--- src/hw/pic_defs.svh ---
`ifndef PIC_DEFS_SVH
`define PIC_DEFS_SVH

// register byte offsets
`define OFS_CTRL      8'h00
`define OFS_EDGE      8'h04
`define OFS_MASK      8'h08
`define OFS_PEND      8'h0C
`define OFS_SERVICE   8'h10
`define OFS_LPBASE    8'h14
`define OFS_IRQSTAT   8'h18
`define OFS_IRQCLR    8'h1C
`define OFS_IRQEN     8'h20

// reset values
`define RST_CTRL      1'h0
`define RST_EDGE      6'h00
`define RST_MASK      16'h0000
`define RST_LPBASE    16'h0000
`define RST_IRQEN     3'h0

// field positions
`define CTRL_GLOBAL_EN 0
`define EV_SERVICE    0
`define EV_POWERDOWN  1
`define EV_FAULT      2

// pending levels
`define LVL_POWER     0
`define LVL_FAULT     1
`define LVL_IO_FIRST  12
`define LVL_IO_SECOND 14
`define USER_LVL_BITS 16'hAD04
`define MACHINE_LVL_BITS 16'h02FA

// synchronised pin vector positions
`define PIN_POWER     0
`define PIN_USER_LO   1
`define PIN_IO_LO     7
`define PIN_FAULT     9
`define PIN_COUNT     10

// acknowledge strobe width
`define CLK_PERIOD_NS 40
`define ACK_TIME_NS   80
`define ACK_CYCLES    ((`ACK_TIME_NS + `CLK_PERIOD_NS - 1) / `CLK_PERIOD_NS)

`endif

--- src/hw/pic_pkg.sv ---
package pic_pkg;
   typedef enum logic [1:0] {
      ST_IDLE = 2'b01,
      ST_ACK  = 2'b10
   } svc_state_t;
   typedef logic [15:0] level_vec_t;
endpackage

--- src/hw/pin_sync.sv ---
`timescale 1ns/10ps
module pin_sync #(
   parameter int WIDTH = 10
) (
   // clock and reset
   input wire logic core_clk,
   input wire logic rst_b,
   // pins
   input wire logic [WIDTH-1:0] pinIn,
   output logic [WIDTH-1:0] pinSync
);
   logic [WIDTH-1:0] stage1_reg;
   logic [WIDTH-1:0] stage2_reg;

   // idle level of active-low pins is high
   always_ff @(posedge core_clk or negedge rst_b) begin
      if (!rst_b) begin
         stage1_reg <= '1;
         stage2_reg <= '1;
      end else begin
         stage1_reg <= pinIn;
         stage2_reg <= stage1_reg;
      end
   end

   assign pinSync = stage2_reg;
endmodule

--- src/hw/priority_pick.sv ---
`timescale 1ns/10ps
module priority_pick (
   // candidates
   input wire logic [15:0] eligible,
   // result
   output logic found,
   output logic [3:0] level
);
   // lowest index wins
   function automatic logic [3:0] firstSet(input logic [15:0] v);
      logic [3:0] r;
      r = 4'hF;
      for (int i = 15; i >= 0; i--) begin
         if (v[i]) begin
            r = 4'(i);
         end
      end
      return r;
   endfunction

   assign found = |eligible;
   assign level = firstSet(eligible);
endmodule

--- src/hw/pending_interrupt_capture.sv ---
// Overview of operation
// - low power-down request sets pending level 0.
// - level 0 beats all levels and ignores mask and disable.
// - six user request pins set levels 2, 8, 10, 11, 13, 15.
// - among user levels, lower number means higher priority.
// - user levels each maskable and gated by global disable.
// - edge mode captures user request on its high-to-low transition.
// - level mode samples user request at machine cycle end.
// - levels 3-7, 9 come only from internal machine sources; level 1 also from the bus fault pin.
// - first I/O pin sets level 12, second sets level 14.
// - I/O pins are level only, sampled at machine cycle end.
// - levels 12 and 14 maskable and gated by global disable.
// - acknowledge strobe goes low to start interrupt service.
// - while strobe low, linkage pointer address is on address bus.
// - bus fault sets pending level 1.
//
// Local design decisions: the APB register port and the placing of the registers.
`timescale 1ns/10ps
`include "pic_defs.svh"
module pending_interrupt_capture
   import pic_pkg::*;
(
   // clock and reset
   input wire logic core_clk,
   input wire logic rst_b,
   // apb slave
   input wire logic psel,
   input wire logic penable,
   input wire logic pwrite,
   input wire logic [7:0] paddr,
   input wire logic [31:0] pwdata,
   output logic [31:0] prdata,
   output logic pready,
   output logic pslverr,
   // interrupt pins
   input wire logic power_down_request_n,
   input wire logic user_irq_lvl2_n,
   input wire logic user_irq_lvl8_n,
   input wire logic user_irq_lvl10_n,
   input wire logic user_irq_lvl11_n,
   input wire logic user_irq_lvl13_n,
   input wire logic user_irq_lvl15_n,
   input wire logic io_irq_first_n,
   input wire logic io_irq_second_n,
   input wire logic busFault_n,
   // state sequencer
   input wire logic machineCycleEnd,
   input wire logic serviceReq,
   input wire logic [15:0] machineIrq,
   output logic serviceTaken,
   output logic [3:0] serviceLevel,
   // acknowledge and address bus
   output logic irq_ack_strobe_n,
   output logic [15:0] addrOut,
   output logic addrOe_n,
   // interrupt
   output logic irq
);
   logic [`PIN_COUNT-1:0] pinRaw;
   logic [`PIN_COUNT-1:0] pinS;
   logic [5:0] userPrev_reg;
   level_vec_t pending_interrupt_reg;
   level_vec_t pendNext;
   logic globalEn_reg;
   logic [5:0] edgeSel_reg;
   level_vec_t mask_reg;
   logic [15:0] lpBase_reg;
   logic [2:0] irqStat_reg;
   logic [2:0] irqEn_reg;
   logic [31:0] prdata_reg;
   svc_state_t state_reg;
   svc_state_t stateNext;
   logic [3:0] ackCnt_reg;
   logic [3:0] level_reg;
   logic [15:0] addr_reg;
   logic taken_reg;

   assign pinRaw = {busFault_n, io_irq_second_n, io_irq_first_n, user_irq_lvl15_n, user_irq_lvl13_n,
                    user_irq_lvl11_n, user_irq_lvl10_n, user_irq_lvl8_n, user_irq_lvl2_n, power_down_request_n};

   pin_sync #(.WIDTH(`PIN_COUNT)) u_sync (
      .core_clk(core_clk),
      .rst_b(rst_b),
      .pinIn(pinRaw),
      .pinSync(pinS)
   );

   // user pins mapped to their levels, in order 2, 8, 10, 11, 13, 15
   function automatic level_vec_t userMap(input logic [5:0] u);
      level_vec_t v;
      v = '0;
      v[2] = u[0];
      v[8] = u[1];
      v[10] = u[2];
      v[11] = u[3];
      v[13] = u[4];
      v[15] = u[5];
      return v;
   endfunction

   function automatic logic [15:0] lpAddr(input logic [15:0] base, input logic [3:0] lvl);
      return base + {11'h000, lvl, 1'b0};
   endfunction

   // capture
   wire logic [5:0] userS = pinS[`PIN_USER_LO +: 6];
   wire logic [1:0] ioS = pinS[`PIN_IO_LO +: 2];
   wire logic [5:0] userFall = userPrev_reg & ~userS;
   wire logic [5:0] userLevelCap = {6{machineCycleEnd}} & ~userS;
   wire logic [5:0] userCap = (edgeSel_reg & userFall) | (~edgeSel_reg & userLevelCap);
   wire logic [1:0] ioCap = {2{machineCycleEnd}} & ~ioS;
   wire logic faultCap = ~pinS[`PIN_FAULT];
   wire logic powerCap = ~pinS[`PIN_POWER];
   wire level_vec_t machineSet = machineIrq & `MACHINE_LVL_BITS;
   wire level_vec_t setVec = machineSet | userMap(userCap)
                           | (level_vec_t'(ioCap[0]) << `LVL_IO_FIRST)
                           | (level_vec_t'(ioCap[1]) << `LVL_IO_SECOND)
                           | (level_vec_t'(faultCap) << `LVL_FAULT)
                           | level_vec_t'(powerCap);

   // eligibility and selection
   wire level_vec_t gateVec = {16{globalEn_reg}} & mask_reg;
   wire level_vec_t eligible = pending_interrupt_reg & (gateVec | level_vec_t'(1'b1));
   wire logic pickFound;
   wire logic [3:0] pickLevel;

   priority_pick u_pick (
      .eligible(eligible),
      .found(pickFound),
      .level(pickLevel)
   );

   wire logic startSvc = (state_reg == ST_IDLE) && serviceReq && pickFound;
   wire level_vec_t svcClr = startSvc ? (level_vec_t'(1'b1) << pickLevel) : '0;
   assign pendNext = (pending_interrupt_reg & ~svcClr) | setVec;

   always_ff @(posedge core_clk or negedge rst_b) begin
      if (!rst_b) begin
         pending_interrupt_reg <= '0;
         userPrev_reg <= '1;
      end else begin
         pending_interrupt_reg <= pendNext;
         userPrev_reg <= userS;
      end
   end

   // service sequence
   wire logic ackDone = (ackCnt_reg == 4'(`ACK_CYCLES - 1));
   always_comb begin
      stateNext = state_reg;
      case (state_reg)
         ST_IDLE: begin
            if (startSvc) begin
               stateNext = ST_ACK;
            end
         end
         ST_ACK: begin
            if (ackDone) begin
               stateNext = ST_IDLE;
            end
         end
         default: begin
            stateNext = ST_IDLE;
         end
      endcase
   end

   always_ff @(posedge core_clk or negedge rst_b) begin
      if (!rst_b) begin
         state_reg <= ST_IDLE;
         ackCnt_reg <= 4'h0;
         level_reg <= 4'h0;
         addr_reg <= 16'h0000;
         taken_reg <= 1'b0;
      end else begin
         state_reg <= stateNext;
         ackCnt_reg <= (state_reg == ST_ACK) ? ackCnt_reg + 4'h1 : 4'h0;
         taken_reg <= startSvc;
         if (startSvc) begin
            level_reg <= pickLevel;
            addr_reg <= lpAddr(lpBase_reg, pickLevel);
         end
      end
   end

   assign irq_ack_strobe_n = (state_reg != ST_ACK);
   assign addrOe_n = irq_ack_strobe_n;
   assign addrOut = addr_reg;
   assign serviceLevel = level_reg;
   assign serviceTaken = taken_reg;

   // apb decode
   wire logic setup = psel && !penable;
   wire logic wrAcc = psel && penable && pwrite;
   wire logic selCtrl = (paddr == `OFS_CTRL);
   wire logic selEdge = (paddr == `OFS_EDGE);
   wire logic selMask = (paddr == `OFS_MASK);
   wire logic selPend = (paddr == `OFS_PEND);
   wire logic selSvc = (paddr == `OFS_SERVICE);
   wire logic selLp = (paddr == `OFS_LPBASE);
   wire logic selStat = (paddr == `OFS_IRQSTAT);
   wire logic selClr = (paddr == `OFS_IRQCLR);
   wire logic selEn = (paddr == `OFS_IRQEN);
   wire logic mapped = selCtrl | selEdge | selMask | selPend | selSvc | selLp | selStat | selClr | selEn;
   wire logic [31:0] rdMux = selCtrl ? {31'h0, globalEn_reg} :
                             selEdge ? {26'h0, edgeSel_reg} :
                             selMask ? {16'h0, mask_reg} :
                             selPend ? {16'h0, pending_interrupt_reg} :
                             selSvc ? {27'h0, ~irq_ack_strobe_n, level_reg} :
                             selLp ? {16'h0, lpBase_reg} :
                             selStat ? {29'h0, irqStat_reg} :
                             selEn ? {29'h0, irqEn_reg} : 32'h0000_0000;

   always_ff @(posedge core_clk or negedge rst_b) begin
      if (!rst_b) begin
         globalEn_reg <= `RST_CTRL;
         edgeSel_reg <= `RST_EDGE;
         mask_reg <= `RST_MASK;
         lpBase_reg <= `RST_LPBASE;
         irqEn_reg <= `RST_IRQEN;
         prdata_reg <= 32'h0000_0000;
      end else begin
         if (setup) begin
            prdata_reg <= pwrite ? 32'h0000_0000 : rdMux;
         end
         if (wrAcc && selCtrl) begin
            globalEn_reg <= pwdata[`CTRL_GLOBAL_EN];
         end
         if (wrAcc && selEdge) begin
            edgeSel_reg <= pwdata[5:0];
         end
         if (wrAcc && selMask) begin
            mask_reg <= pwdata[15:0];
         end
         if (wrAcc && selLp) begin
            lpBase_reg <= pwdata[15:0];
         end
         if (wrAcc && selEn) begin
            irqEn_reg <= pwdata[2:0];
         end
      end
   end

   assign prdata = prdata_reg;
   assign pready = 1'b1;
   assign pslverr = psel && penable && !mapped;

   // event status: set wins over clear
   wire logic [2:0] evSet = {faultCap, powerCap, startSvc};
   wire logic [2:0] evClr = (wrAcc && selClr) ? pwdata[2:0] : 3'h0;
   always_ff @(posedge core_clk or negedge rst_b) begin
      if (!rst_b) begin
         irqStat_reg <= 3'h0;
      end else begin
         irqStat_reg <= (irqStat_reg & ~evClr) | evSet;
      end
   end

   assign irq = |(irqStat_reg & irqEn_reg);

   // checks
   power_capture_a: assert property (@(posedge core_clk) disable iff (!rst_b)
      !pinS[`PIN_POWER] |=> pending_interrupt_reg[`LVL_POWER]) else $error("power-down not captured");
   level0_first_a: assert property (@(posedge core_clk) disable iff (!rst_b)
      (startSvc && pending_interrupt_reg[0]) |=> (level_reg == 4'h0)) else $error("level 0 not served first");
   user_map_a: assert property (@(posedge core_clk) disable iff (!rst_b)
      (machineCycleEnd && !edgeSel_reg[1] && !userS[1]) |=> pending_interrupt_reg[8]) else $error("level 8 missed");
   priority_order_a: assert property (@(posedge core_clk) disable iff (!rst_b)
      startSvc |-> ((eligible & ((16'h0001 << pickLevel) - 16'h0001)) == 16'h0000)) else $error("wrong priority");
   mask_gate_a: assert property (@(posedge core_clk) disable iff (!rst_b)
      startSvc |-> (pickLevel == 4'h0 || (globalEn_reg && mask_reg[pickLevel]))) else $error("masked level served");
   edge_capture_a: assert property (@(posedge core_clk) disable iff (!rst_b)
      (edgeSel_reg[2] && $fell(userS[2])) |=> pending_interrupt_reg[10]) else $error("edge not captured");
   reserved_src_a: assert property (@(posedge core_clk) disable iff (!rst_b)
      $rose(pending_interrupt_reg[5]) |-> $past(machineIrq[5])) else $error("reserved level set by pin");
   io_level_a: assert property (@(posedge core_clk) disable iff (!rst_b)
      (machineCycleEnd && !ioS[1]) |=> pending_interrupt_reg[`LVL_IO_SECOND]) else $error("level 14 missed");
   lp_on_bus_a: assert property (@(posedge core_clk) disable iff (!rst_b)
      startSvc |=> (!irq_ack_strobe_n && !addrOe_n && addrOut == lpAddr(lpBase_reg, level_reg)))
      else $error("linkage pointer not driven");
   ack_width_a: assert property (@(posedge core_clk) disable iff (!rst_b)
      $fell(irq_ack_strobe_n) |-> !irq_ack_strobe_n [*2] ##1 irq_ack_strobe_n) else $error("ack width wrong");
   fault_level_a: assert property (@(posedge core_clk) disable iff (!rst_b)
      faultCap |=> pending_interrupt_reg[`LVL_FAULT]) else $error("fault level not set");
   pend_hold_a: assert property (@(posedge core_clk) disable iff (!rst_b)
      1'b1 |=> ((($past(pending_interrupt_reg) & ~$past(svcClr)) & ~pending_interrupt_reg) == 16'h0000))
      else $error("pending bit lost");

   power_svc_c: cover property (@(posedge core_clk) disable iff (!rst_b) startSvc && pickLevel == 4'h0);
   user_svc_c: cover property (@(posedge core_clk) disable iff (!rst_b) startSvc && pickLevel == 4'hF);
   io_svc_c: cover property (@(posedge core_clk) disable iff (!rst_b) startSvc && pickLevel == 4'hC);
   irq_out_c: cover property (@(posedge core_clk) disable iff (!rst_b) $rose(irq));
endmodule

--- config.mk ---
export PLATFORM = sky130hd
export DESIGN_NAME = pending_interrupt_capture
export DESIGN_NICKNAME = d
export VERILOG_FILES = /design/src/hw/pic_pkg.sv /design/src/hw/pin_sync.sv /design/src/hw/priority_pick.sv /design/src/hw/pending_interrupt_capture.sv
export VERILOG_INCLUDE_DIRS = /design/src /design/src/hw
export SDC_FILE = /design/constraint.sdc
export NUM_CORES = 1
export LEC_CHECK = 0
export BUFFER_PORTS_ARGS = -buffer_cell sky130_fd_sc_hd__buf_2
export CAP_MARGIN = 20
export CORE_UTILIZATION = 35
export CTS_CLUSTER_SIZE = 28
export DETAILED_ROUTE_END_ITERATION = 8
export HOLD_SLACK_MARGIN = 0.15
export PLACE_DENSITY = 0.54
export SLEW_MARGIN = 5
export SYNTH_ARGS = -nofsm -noshare
export SYNTH_HDL_FRONTEND = slang
export SYNTH_SLANG_ARGS = --single-unit
--- constraint.sdc ---
create_clock -name core_clk -period 3.2 [get_ports core_clk]
set_input_delay 0.32 -clock core_clk [delete_from_list [all_inputs] [get_ports core_clk]]
set_output_delay 0.32 -clock core_clk [all_outputs]
set_load 0.005 [all_outputs]
== Yosys cells after proc, flatten, opt, wreduce, memory -nomap -nowiden ==
Cells that the tools add are included.
Word-level totals
  register bits after elaboration: 146
  input bits: 73
  logic and storage cells: 115
  output and inout port bits: 58
Operators by class
  add/sub/neg operators: 2
  bitwise logic cells: 34
  reduce and logical (&&, ||, !) cells: 18
  shifts and indexed selects: 1
  muxes and demuxes: 30
  equality and inequality tests: 14
Operators with widths (count)
  16-bit two-way mux: 8
  16-bit AND: 3
  4-bit two-way mux: 9
  8-bit by 5-bit equality test with 1-bit output, second input constant: 4
  6-bit AND: 4
  3-bit two-way mux: 7
  16-bit by 5-bit adder with 16-bit output: 1
  8-bit by 4-bit equality test with 1-bit output, second input constant: 2
  16-bit NOT: 1
  10-bit by 16-bit OR with 16-bit output: 1
  16-bit by 1-bit OR with 16-bit output: 1
  16-bit by 13-bit OR with 16-bit output: 1
  16-bit by 15-bit OR with 16-bit output: 1
  16-bit OR: 1
  16-bit by 2-bit OR with 16-bit output: 1
  16-bit OR reduction: 1
  1-bit by 4-bit left shift with 16-bit output, first input constant: 1
  1-bit logical AND: 12
  6-bit NOT: 2
  8-bit by 3-bit equality test with 1-bit output, second input constant: 1
  8-bit by 6-bit equality test with 1-bit output, second input constant: 1
  8-bit zero test: 1
  2-bit two-way mux: 4
  1-bit OR: 8
  17 further kinds: 23

== Depth between registers and ports, before layout ==
Gate-level depths: netlist of run 1.
  depth in word-level cells: 22
  mapped depth: 16
  gate-level depth less buffers: 14

== By module ==
From an unflattened synthesis of run 1, not the netlist that was laid out.
Unflattened totals
  cell total of the unflattened synthesis: 545
  area total of the unflattened synthesis: 6084.6 sq um
By module, submodules not included
  pending_interrupt_capture: seq. area each 2761.4 sq um, times used 1, area an instance 5390.2 sq um, cells an instance 498
  pin_sync: seq. area each 525.5 sq um, times used 1, area an instance 525.5 sq um, cells an instance 20
  priority_pick: seq. area each 0.0 sq um, times used 1, area an instance 168.9 sq um, cells an instance 27

== Worst setup path before layout of run 1 ==
Ideal clock, no wire load.
  path kind: reg-to-reg
  start: register globalEn_reg
  end: register addr_reg[15], in the netlist addrOut[15]
  setup time: 0.076 ns
  period minus slack after synthesis: 2.804 ns
  data required time: 3.124 ns
  path buffers: 2
  path slack: 0.396 ns
  stages on the path, launching flop included: 16
  arrival time: 2.728 ns
  cells stage by stage: dfrtp_1 buf_4 inv_2 buf_4 nor2_1 a32oi_1 o21ai_2 inv_1 nand2_1 fa_1 inv_1 a21o_1 a21oi_1 or4b_1 xor2_1 o21ai_1
Between the ends
  cells in the longest elaborated chain, start to end: 18
  elaborated cells on any way between the ends: 20
  those cells by class: 1 x add/sub; 15 x mux; 2 x bitwise; 2 x reduce/logical
RTL lines
  start: declaration: line pending_interrupt_capture.sv:64  | logic globalEn_reg;
  start signal: assignment: line pending_interrupt_capture.sv:216  | globalEn_reg <= `RST_CTRL;
  start signal: assignment: line pending_interrupt_capture.sv:227  | globalEn_reg <= pwdata[`CTRL_GLOBAL_EN];
  16-bit AND *: line pending_interrupt_capture.sv:122  | wire level_vec_t gateVec = {16{globalEn_reg}} & mask_reg;
  16-bit AND *: line pending_interrupt_capture.sv:123  | wire level_vec_t eligible = pending_interrupt_reg & (gateVec | level_vec_t'(1'b1));
  1-bit two-way mux: line priority_pick.sv:14  | if (v[i]) begin
  2-bit two-way mux (2 in a row): line priority_pick.sv:14
  3-bit two-way mux (4 in a row): line priority_pick.sv:14
  4-bit two-way mux (8 in a row): line priority_pick.sv:14
  16-bit by 5-bit adder with 16-bit output: line pending_interrupt_capture.sv:102  | return base + {11'h000, lvl, 1'b0};
  end signal: assignment: line pending_interrupt_capture.sv:181  | addr_reg <= lpAddr(lpBase_reg, pickLevel);
  end: declaration: line pending_interrupt_capture.sv:75  | logic [15:0] addr_reg;
Mark *: on every way between the ends. The rest lies on a longest branch, timed or not.
A chain may end at the register's enable or synchronous reset.

== Worst setup path after layout of run 1 ==
  start: register pending_interrupt_reg[13]
  end: register addr_reg[15], in the netlist addrOut[15]
Between the ends
  cells in the longest elaborated chain, start to end: 16
  elaborated cells on any way between the ends: 18
  those cells by class: 1 x add/sub; 14 x mux; 1 x bitwise; 2 x reduce/logical
RTL lines
  start: declaration: line pending_interrupt_capture.sv:62  | level_vec_t pending_interrupt_reg;
  start signal: assignment: line pending_interrupt_capture.sv:142  | pending_interrupt_reg <= pendNext;
  16-bit AND *: line pending_interrupt_capture.sv:123
  2-bit two-way mux (2 in a row): line priority_pick.sv:14
  3-bit two-way mux (4 in a row): line priority_pick.sv:14
  4-bit two-way mux (8 in a row): line priority_pick.sv:14
  16-bit by 5-bit adder with 16-bit output: line pending_interrupt_capture.sv:102
Marked as above.

==> results of run 1 <==
routing by layer:
metal	part of all wire [%]	track usage [%]
met5	0	0
met4	1.7	7.054
met3	5.9	4.242
met2	46	28.98
met1	46	25.76
worst max-delay path, delay by kind of cell (launching register included):
family / cells / cell delay (ps)
AOI/OAI and AO/OA: 5 / 760
adders and majority gates: 1 / 440
and+or+nand+nor: 3 / 1100
buffers and inverters: 1 / 80
DFF: 1 / 420
xor gates and xnor gates: 1 / 160
where the power goes:
| group | internal, mW | switching, mW | total (mW) |
|---|---|---|---|
| Clock | 1.27 | 0.696 | 1.97 |
| Sequential | 1.77 | 0.0756 | 1.84 |
| Combinational | 0.245 | 0.340 | 0.585 |
cell usage in the layout, fill, tap and decap left out, types with 4 or more instances in the layout:
master and instances:
mux2i_1 8, ha_1 5, inv_1 10, mux2_2 22
a21oi_1 17, a222oi_1 11, a21o_1 8, o21ai_0 19
conb_1 17, mux2_4 19, xor2_1 7, nand2b_1 4
nor2b_1 4, buf_4 21, buf_2 87, xnor2_1 7
dlygate4sd3_1 22, nand2_1 86, nand3_1 6, dfrtp_1 103
o2bb2ai_1 6, clkbuf_16 20, a22o_1 5, a22oi_1 9
nor3_1 5, o21ai_1 19, nor2_1 25, dfstp_2 27
Yosys cell counts (4+ instances only):
master     instances  area share (%)
xnor2_1            7            0.99
nor3_1             5            0.40
o21ai_1           19             1.5
a222oi_1          11             1.8
nor2_1            25             1.5
a22oi_1            9             1.1
ha_1               5             1.0
xor2_1             7            0.99
mux2_2            22             4.0
nand2b_1           4            0.40
buf_4             24             2.9
clkbuf_1           6            0.36
nand2_1           86             5.2
o21ai_0           19             1.5
a21oi_1           17             1.4
inv_1             10            0.61
dfstp_2           27              11
nor2b_1            4            0.40
dfrtp_1          103              42
nand3_1            6            0.49
a22o_1             5            0.71
buf_2              6            0.49
buf_6              4            0.73
mux2i_1            8             1.3
a21o_1             8            0.97
mux2_4            19             4.6
o2bb2ai_1          6            0.85
area by class of cell:
cell class,instances,area [um2]
repair buffers,132,853.3
inverters,12,45.04
clock inverters,6,58.81
fillers,1659,9618
multi-input cells,376,2600
flip-flops and latches,130,3287
well taps,225,281.5
clock buffers,26,553.0
what timing repair did:
action	CTS	global route
endpoints found under the hold margin	72	0
setup endpoints to repair	0	3
buffers inserted	0	1
hold buffers	22	0
per-stage QoR:
stage	util, %	instances	worst slack (ps)	instance area (um2)	power (mW)
3_3_place_gp	39.54	852	172.5	6839	2.425
3_5_place_dp	39.54	852	120.9	6839	2.437
5_1_grt	44.39	907	6.830	7679	4.591
4_1_cts	44.35	906	125.4	7671	4.440
6_report	44.39	907	128.8	7679	4.396
2_1_floorplan	-	561	395.7	6241	2.170
worst min path at each step:
stage | to | slack (ps)
final | lpBase_reg[10] | 170
after global routing | lpBase_reg[11] | 160
after CTS | lpBase_reg[10] | 150
after detailed placement | u_sync.pinSync[3] | 350
after global placement | u_sync.pinSync[0] | 350
after floorplan | ackCnt_reg[0] | 20
cell families after synthesis:
group	count (synthesis)
and+or+nand+nor	162
DFF	130
AOI/OAI and AO/OA	125
buffers and inverters	55
muxes	52
xor gates and xnor gates	14
adders and majority gates	6
other	2
==> summary.txt, run 1 <==
Logic synthesis
  • Async set or reset register ratio after synthesis: between 90% and 100%
  • Yosys reg bits: 130
  • Main combinational cell family by area after synthesis: compound AO/OA/AOI/OAI gates
  • Unique cell type count in the Yosys netlist: 77
  • Post-synth EDFFs: 0
  • Post-Syn Instances: roughly 550
  • Post-synthesis xor/xnor area fraction: between 1.5 and 2%
  • Post-synthesis mux area share: a little over a tenth
  • Syn_area_per_cell: 11.33 um2
  • Ys flop type: dfrtp_1
  • Yosys Warn Count: 0
  • Compound-Gate Fraction of Synth Area: between 10% and 20%
  • Synth Cell Area: 6185 um2
  • Post-synthesis simple-gate area fraction: between 10% and 20%
  • Synth Area in Adders: 1.335%
  • Share of the yosys chip area belonging to registers: 53.15%

Placement
  • DP HPWL: around 12 mm
  • Port Buf Inserts: 88
  • GP Congestion: 0.8764

Worst setup path
  • Critical Path Source Type: register
  • Critical Path Max Stage Delay: roughly 550 ps
  • Critical path origin: pending_interrupt_reg[13]
  • Worst path slowest cell: or4b_1
  • Crit-path max FO: 5
  • CP Capture Point: addrOut[15]
  • Critical Path RT: approximately 3500 ps
  • CP endpoint kind: register
  • R2R cell count: 11
  • Cell Chain, Critical Path: a22o_1 -> and4_1 -> nor3_1 -> o31ai_4 -> fa_1 -> inv_1 -> a21o_1 -> a21oi_1 -> or4b_1 -> xor2_1 -> o21ai_1
  • Worst Path Arrival: 3370 ps
  • Crit path kind: reg2reg
  • Reg-to-reg critical path endpoint: addrOut[15]
  • Worst r2r src: pending_interrupt_reg[13]
  • FF-to-FF setup slack: 130 ps

Die
  • Die Ht: approximately 130 um
  • Core area: 17,300 um2
  • Row count: 48
  • Initial core utilization: a little over a third
  • IO Pins: between 100 and 150
  • Chip width: 134.9 um
  • Die ar.: roughly 18,000 um2

CTS
  • CTS Root Cell: clkbuf_16
  • Clock Latency Late Sink: 420 ps
  • H-tree levels: 4
  • Clock Path Buffers: 2
  • PostCTS Resize Cnt: 0
  • CTS tree: yes
  • Clock tree sinks: 130
  • TritonCTS Buffers: 17
  • Reg clk slew, reported paths: around 60 ps

GRT
  • Remaining Overflow, GRT: 0
  • First-pass GRT wire length: about 25 mm
  • Initial antenna violation count: 0
  • Largest net degree at the start of global routing: approximately 70
  • Vias in the first global route: 4,602
  • All-Layer GR Usage: about a fifth

Finish
  • Area Growth Syn to Fin: 24.16%
  • NumNets Final: between 700 and 800
  • Fraction of layout cells with a size suffix above 1: between 30 and 40%
  • Number of inserted diodes: 0

Timing
  • Final period util: between 90% and 100%
  • Hold_ws: 166.4 ps
  • Slew HR: between 40% and 50%
  • Maximum clock rate: about 0.33 GHz
  • Final setup viols: 0
  • Slew Viols, Final: 0
  • Final min period: a little over 3000 ps
  • Worst-margin pin slew: 889.5 ps
  • Setup TNS Final: 0 ps
  • Clock Skews: between 5 and 6 ps
  • Hold Vio Cnt, Final: 0
  • RSZ-0062 raised after global routing: false

Detailed routing
  • Pre-antenna DRT Iters: 6
  • Via count: 4,649
  • Via-to-Cell Ratio: approximately 5.1
  • Post-DRT Antenna Nets: 0
  • WL final: around 16 mm
  • DRC: 0
  • Detailed Route Iter0 Violations: 400
  • WL/cell: 17.81 um

Worst hold path
  • Hold path depth: 2
  • Hold Crit Start: pwdata[10]
  • HP Class: in2reg

Power
  • Pleak: roughly 3.5 nW
  • Pwr per Cell Area: 572.5 nW/um2
  • Worst IR Drop VDD: between 0.0003 and 0.0004 V

Flow run
  • Max-cap violations: 0

Run status
  • Status: finished, final reports clean
(Power assumes the default switching activity.)
==> run 2: changes to the inputs <==
Settings changed: SYNTH_HIERARCHICAL set to 1.
Clock period 3.2 ns to 3.7 ns, I/O delays scaled along.
==> summary.txt, run 2 <==
CTS
  • CTS tree: yes
  • Clock Path Buffers: 2 (unchanged)
  • Setup bufs post-CTS: 0 (unchanged)
  • CTS Root Cell: clkbuf_16
  • H-tree levels: 4 (unchanged)
  • TritonCTS Buffers: 17 (unchanged)
  • Reg clk slew, reported paths: 50 ps (about the same)
  • Clock tree sinks: 130 (unchanged)
  • Clock Latency Late Sink: 420 ps (about the same)

Logic synthesis
  • Most frequent cells after synthesis: 103 x dfrtp_1, 64 x nand2_1, 58 x o21ai_0
  • Share of the yosys chip area belonging to registers: 54.02% (+0.87 points)
  • Ys flop type: dfrtp_1
  • Yosys reg bits: 130 (unchanged)
  • Async set or reset register ratio after synthesis: 100.0% (unchanged)
  • Count leader, synth: dfrtp_1
  • Yosys top cell by area: dfrtp_1
  • Yosys Warn Count: 6 (+6)
  • Top-area cell type share of the netlist area: 42.36% (+0.69 points)
  • Synth Cell Area: 6085 um2 (-1.6%)
  • Unique cell type count in the Yosys netlist: 67 (-13%)
  • Post-Syn Instances: 545 (-0.18%)
  • Syn_area_per_cell: 11.16 um2 (-1.4%)
  • Top area cells in the synthesized netlist: dfrtp_1 42%, dfstp_2 12%, mux2_2 5.9%
  • Post-synth EDFFs: 0 (unchanged)

Flow run
  • Max-cap violations: 0 (unchanged)

Timing
  • Setup TNS Final: 0 ps (unchanged)
  • Maximum clock rate: 0.2829 GHz (-13%)
  • Slew Viols, Final: 0 (unchanged)
  • Slew HR: 46.00% (+5.3 points)
  • Final min period: 3535 ps (+463.8 ps)
  • Final period util: 95.54% (-0.44 points)
  • Hold Vio Cnt, Final: 0 (unchanged)
  • Worst-margin pin slew: 810.0 ps (-79.47 ps)
  • RSZ-0062 raised after global routing: false
  • Clock Skews: 7.702 ps (+2.390 ps)
  • Final setup viols: 0 (unchanged)

Die
  • Die ar.: 17,920 um2 (-1.6%)
  • Initial core utilization: 36.30% (+0.55 points)
  • Row count: 47 (-2.1%)
  • Chip width: 133.9 um (-0.80%)
  • Core area: 16,760 um2 (-3.1%)
  • IO Pins: 131 (unchanged)
  • Die Ht: 133.9 um (-0.80%)

GRT
  • Initial antenna violation count: 0 (unchanged)
  • Remaining Overflow, GRT: 0 (unchanged)
  • All-Layer GR Usage: 18.86% (+0.065 points)
  • Vias in the first global route: 4,684 (+1.8%)
  • Largest net degree at the start of global routing: 52 (-25%)
  • First-pass GRT wire length: 25.55 mm (+0.33%)

Worst setup path
  • Critical Path RT: 4040 ps (+540 ps)
  • CP endpoint kind: register
  • Critical Path Source Type: register
  • Worst Path Arrival: 3870 ps (+500 ps)
  • Crit-path max FO: 17 (+12)
  • Crit path kind: reg2reg

Detailed routing
  • Detailed Route Iter0 Violations: 277 (-31%)
  • Via-to-Cell Ratio: 5.153 (+0.53%)
  • WL/cell: 17.80 um (about the same)
  • DRC: 0 (unchanged)
  • Post-DRT Antenna Nets: 0 (unchanged)
  • Pre-antenna DRT Iters: 7 (+1)
  • WL final: 15.86 mm (-1.8%)
  • Via count: 4,591 (-1.2%)

Finish
  • Area Growth Syn to Fin: 23.77%
  • Most common cell after layout, fill and taps aside: dfrtp_1
  • Fraction of layout cells with a size suffix above 1: 32.04% (-2.0 points)
  • NumNets Final: 738 (-1.3%)
  • Design area: 7531 um2 (-1.9%)
  • Commonest non-fill, non-tap cells in the layout: 102 x dfrtp_1, 87 x buf_2, 64 x nand2_1
  • Number of inserted diodes: 0 (unchanged)

Placement
  • GP Congestion: 0.8962 (+2.3%)
  • Port Buf Inserts: 88 (unchanged)
  • Cell area after placement: 6725 um2 (-1.7%)
  • DP HPWL: 11.56 mm (-4.9%)

Power
  • Psw: 1.024 mW (-8.0%)
  • Internal power: 2.861 mW (-13%)
  • Sequential power share: 41.3% (-0.7 points)
  • Switching share of power: 26.36% (+1.1 points)
  • Worst IR Drop VDD: 0.0003413 V (-2.8%)
  • Logic pwr share: 13.1% (-0.2 points)
  • Clk network pwr share: 45.6% (+0.9 points)
  • Pwr per Cell Area: 515.8 nW/um2 (-9.9%)
  • Pleak: 3.518 nW (-0.22%)

Worst hold path
  • HP Class: in2reg

Run status
  • Status: finished, final reports clean
run 2: cell count changes after synthesis, sizes merged, moves of 7 or more:
cell    before  now
nand2b       4   12
a222oi      11    2
buf         36   25
and3         3   19
a22o         5   13
nor3         8    1
nand3        6   13
nor2        29   18
o21ai       41   61
nand2       88   66
run 2: cells by family (layout without fill, tap and decap cells):
logic type / after synthesis / in the layout / share of synthesized area (%)
AO/OA/AOI/OAI: 127 / 127 / 13.04
adder cells (fa/ha/maj): 7 / 7 / 1.563
other: 2 / 17 / 0.1234
multiplexers: 51 / 51 / 9.871
AND/OR/NAND/NOR: 163 / 163 / 14.72
flip-flops: 130 / 130 / 54.02
buffers and inverters: 50 / 161 / 4.503
XOR/XNOR: 15 / 15 / 2.159
run 2: repair_timing:
| item | CTS | global route |
|---|---|---|
| gates resized for setup | 0 | 1 |
| hold buffers | 18 | 0 |
| endpoints found under the hold margin | 39 | 0 |
| endpoints found under the setup margin | 0 | 3 |
run 2: worst max-delay path: stages, from the launching register on:
cell and delay [ps]:
dfrtp_2 510, and3_1 260, or3b_1 410, a311o_1 370, o21ai_1 190, ha_1 260
inv_1 60, fa_1 390, nand2b_1 180, a211oi_1 250, buf_4 180, nand4_1 110
xor2_1 160, o21ai_0 140
run 2: per-stage QoR:
stage	hold slack, ps	util (%)	total power [mW]	setup slack [ps]	std cells
after floorplan	74.41	-	1.873	411.6	560
after global placement	346.4	40.13	2.106	249.9	841
after detailed placement	346.8	40.13	2.115	126.0	841
after CTS	188.5	44.93	3.921	109.9	891
after global routing	197.1	44.93	4.057	37.32	891
final	201.6	44.93	3.884	165.1	891
run 2: cell type report:
cell class	count	area, um2
Fill cell	1603	9229
Sequential cell	130	3288
Multi-Input combinational cell	380	2580
Timing Repair Buffer	117	718.2
Clock buffer	19	442.9
Tap cell	220	275.3
Clock inverter	13	181.4
Inverter	12	45.04
run 2: worst paths after layout:
kind	start	endpoint	slack, ps	depth (start not counted)
max in group asynchronous	rst_b	userPrev_reg[1]	2310	3
hold / removal	pwdata[11]	mask_reg[11]	200	2
hold reg to reg	u_sync/stage1_reg[0]	u_sync/pinSync[0]	350	0
min in group asynchronous	rst_b	irqStat_reg[1]	490	2
setup / recovery	globalEn_reg	addrOut[11]	170	13
setup reg to reg	globalEn_reg	addrOut[11]	170	13
run 2: per-layer routing:
metal | global-route usage, % | up-vias | wire length [um]
met4 | 7.891 | 0 | 279
met2 | 29.74 | 173 | 7397
met5 | 0 | - | 0
met1 | 25.28 | 2247 | 7297
li1 | - | 2147 | -
met3 | 3.817 | 24 | 889
run 2: power groups by stage:
stage / registers [mW] / logic [mW] / clock network [mW]
floorplan: 1.61 / 0.267 / 0
global placement: 1.62 / 0.483 / 0
detailed placement: 1.63 / 0.489 / 0
CTS: 1.60 / 0.508 / 1.81
global route: 1.61 / 0.566 / 1.88
finish: 1.60 / 0.509 / 1.77
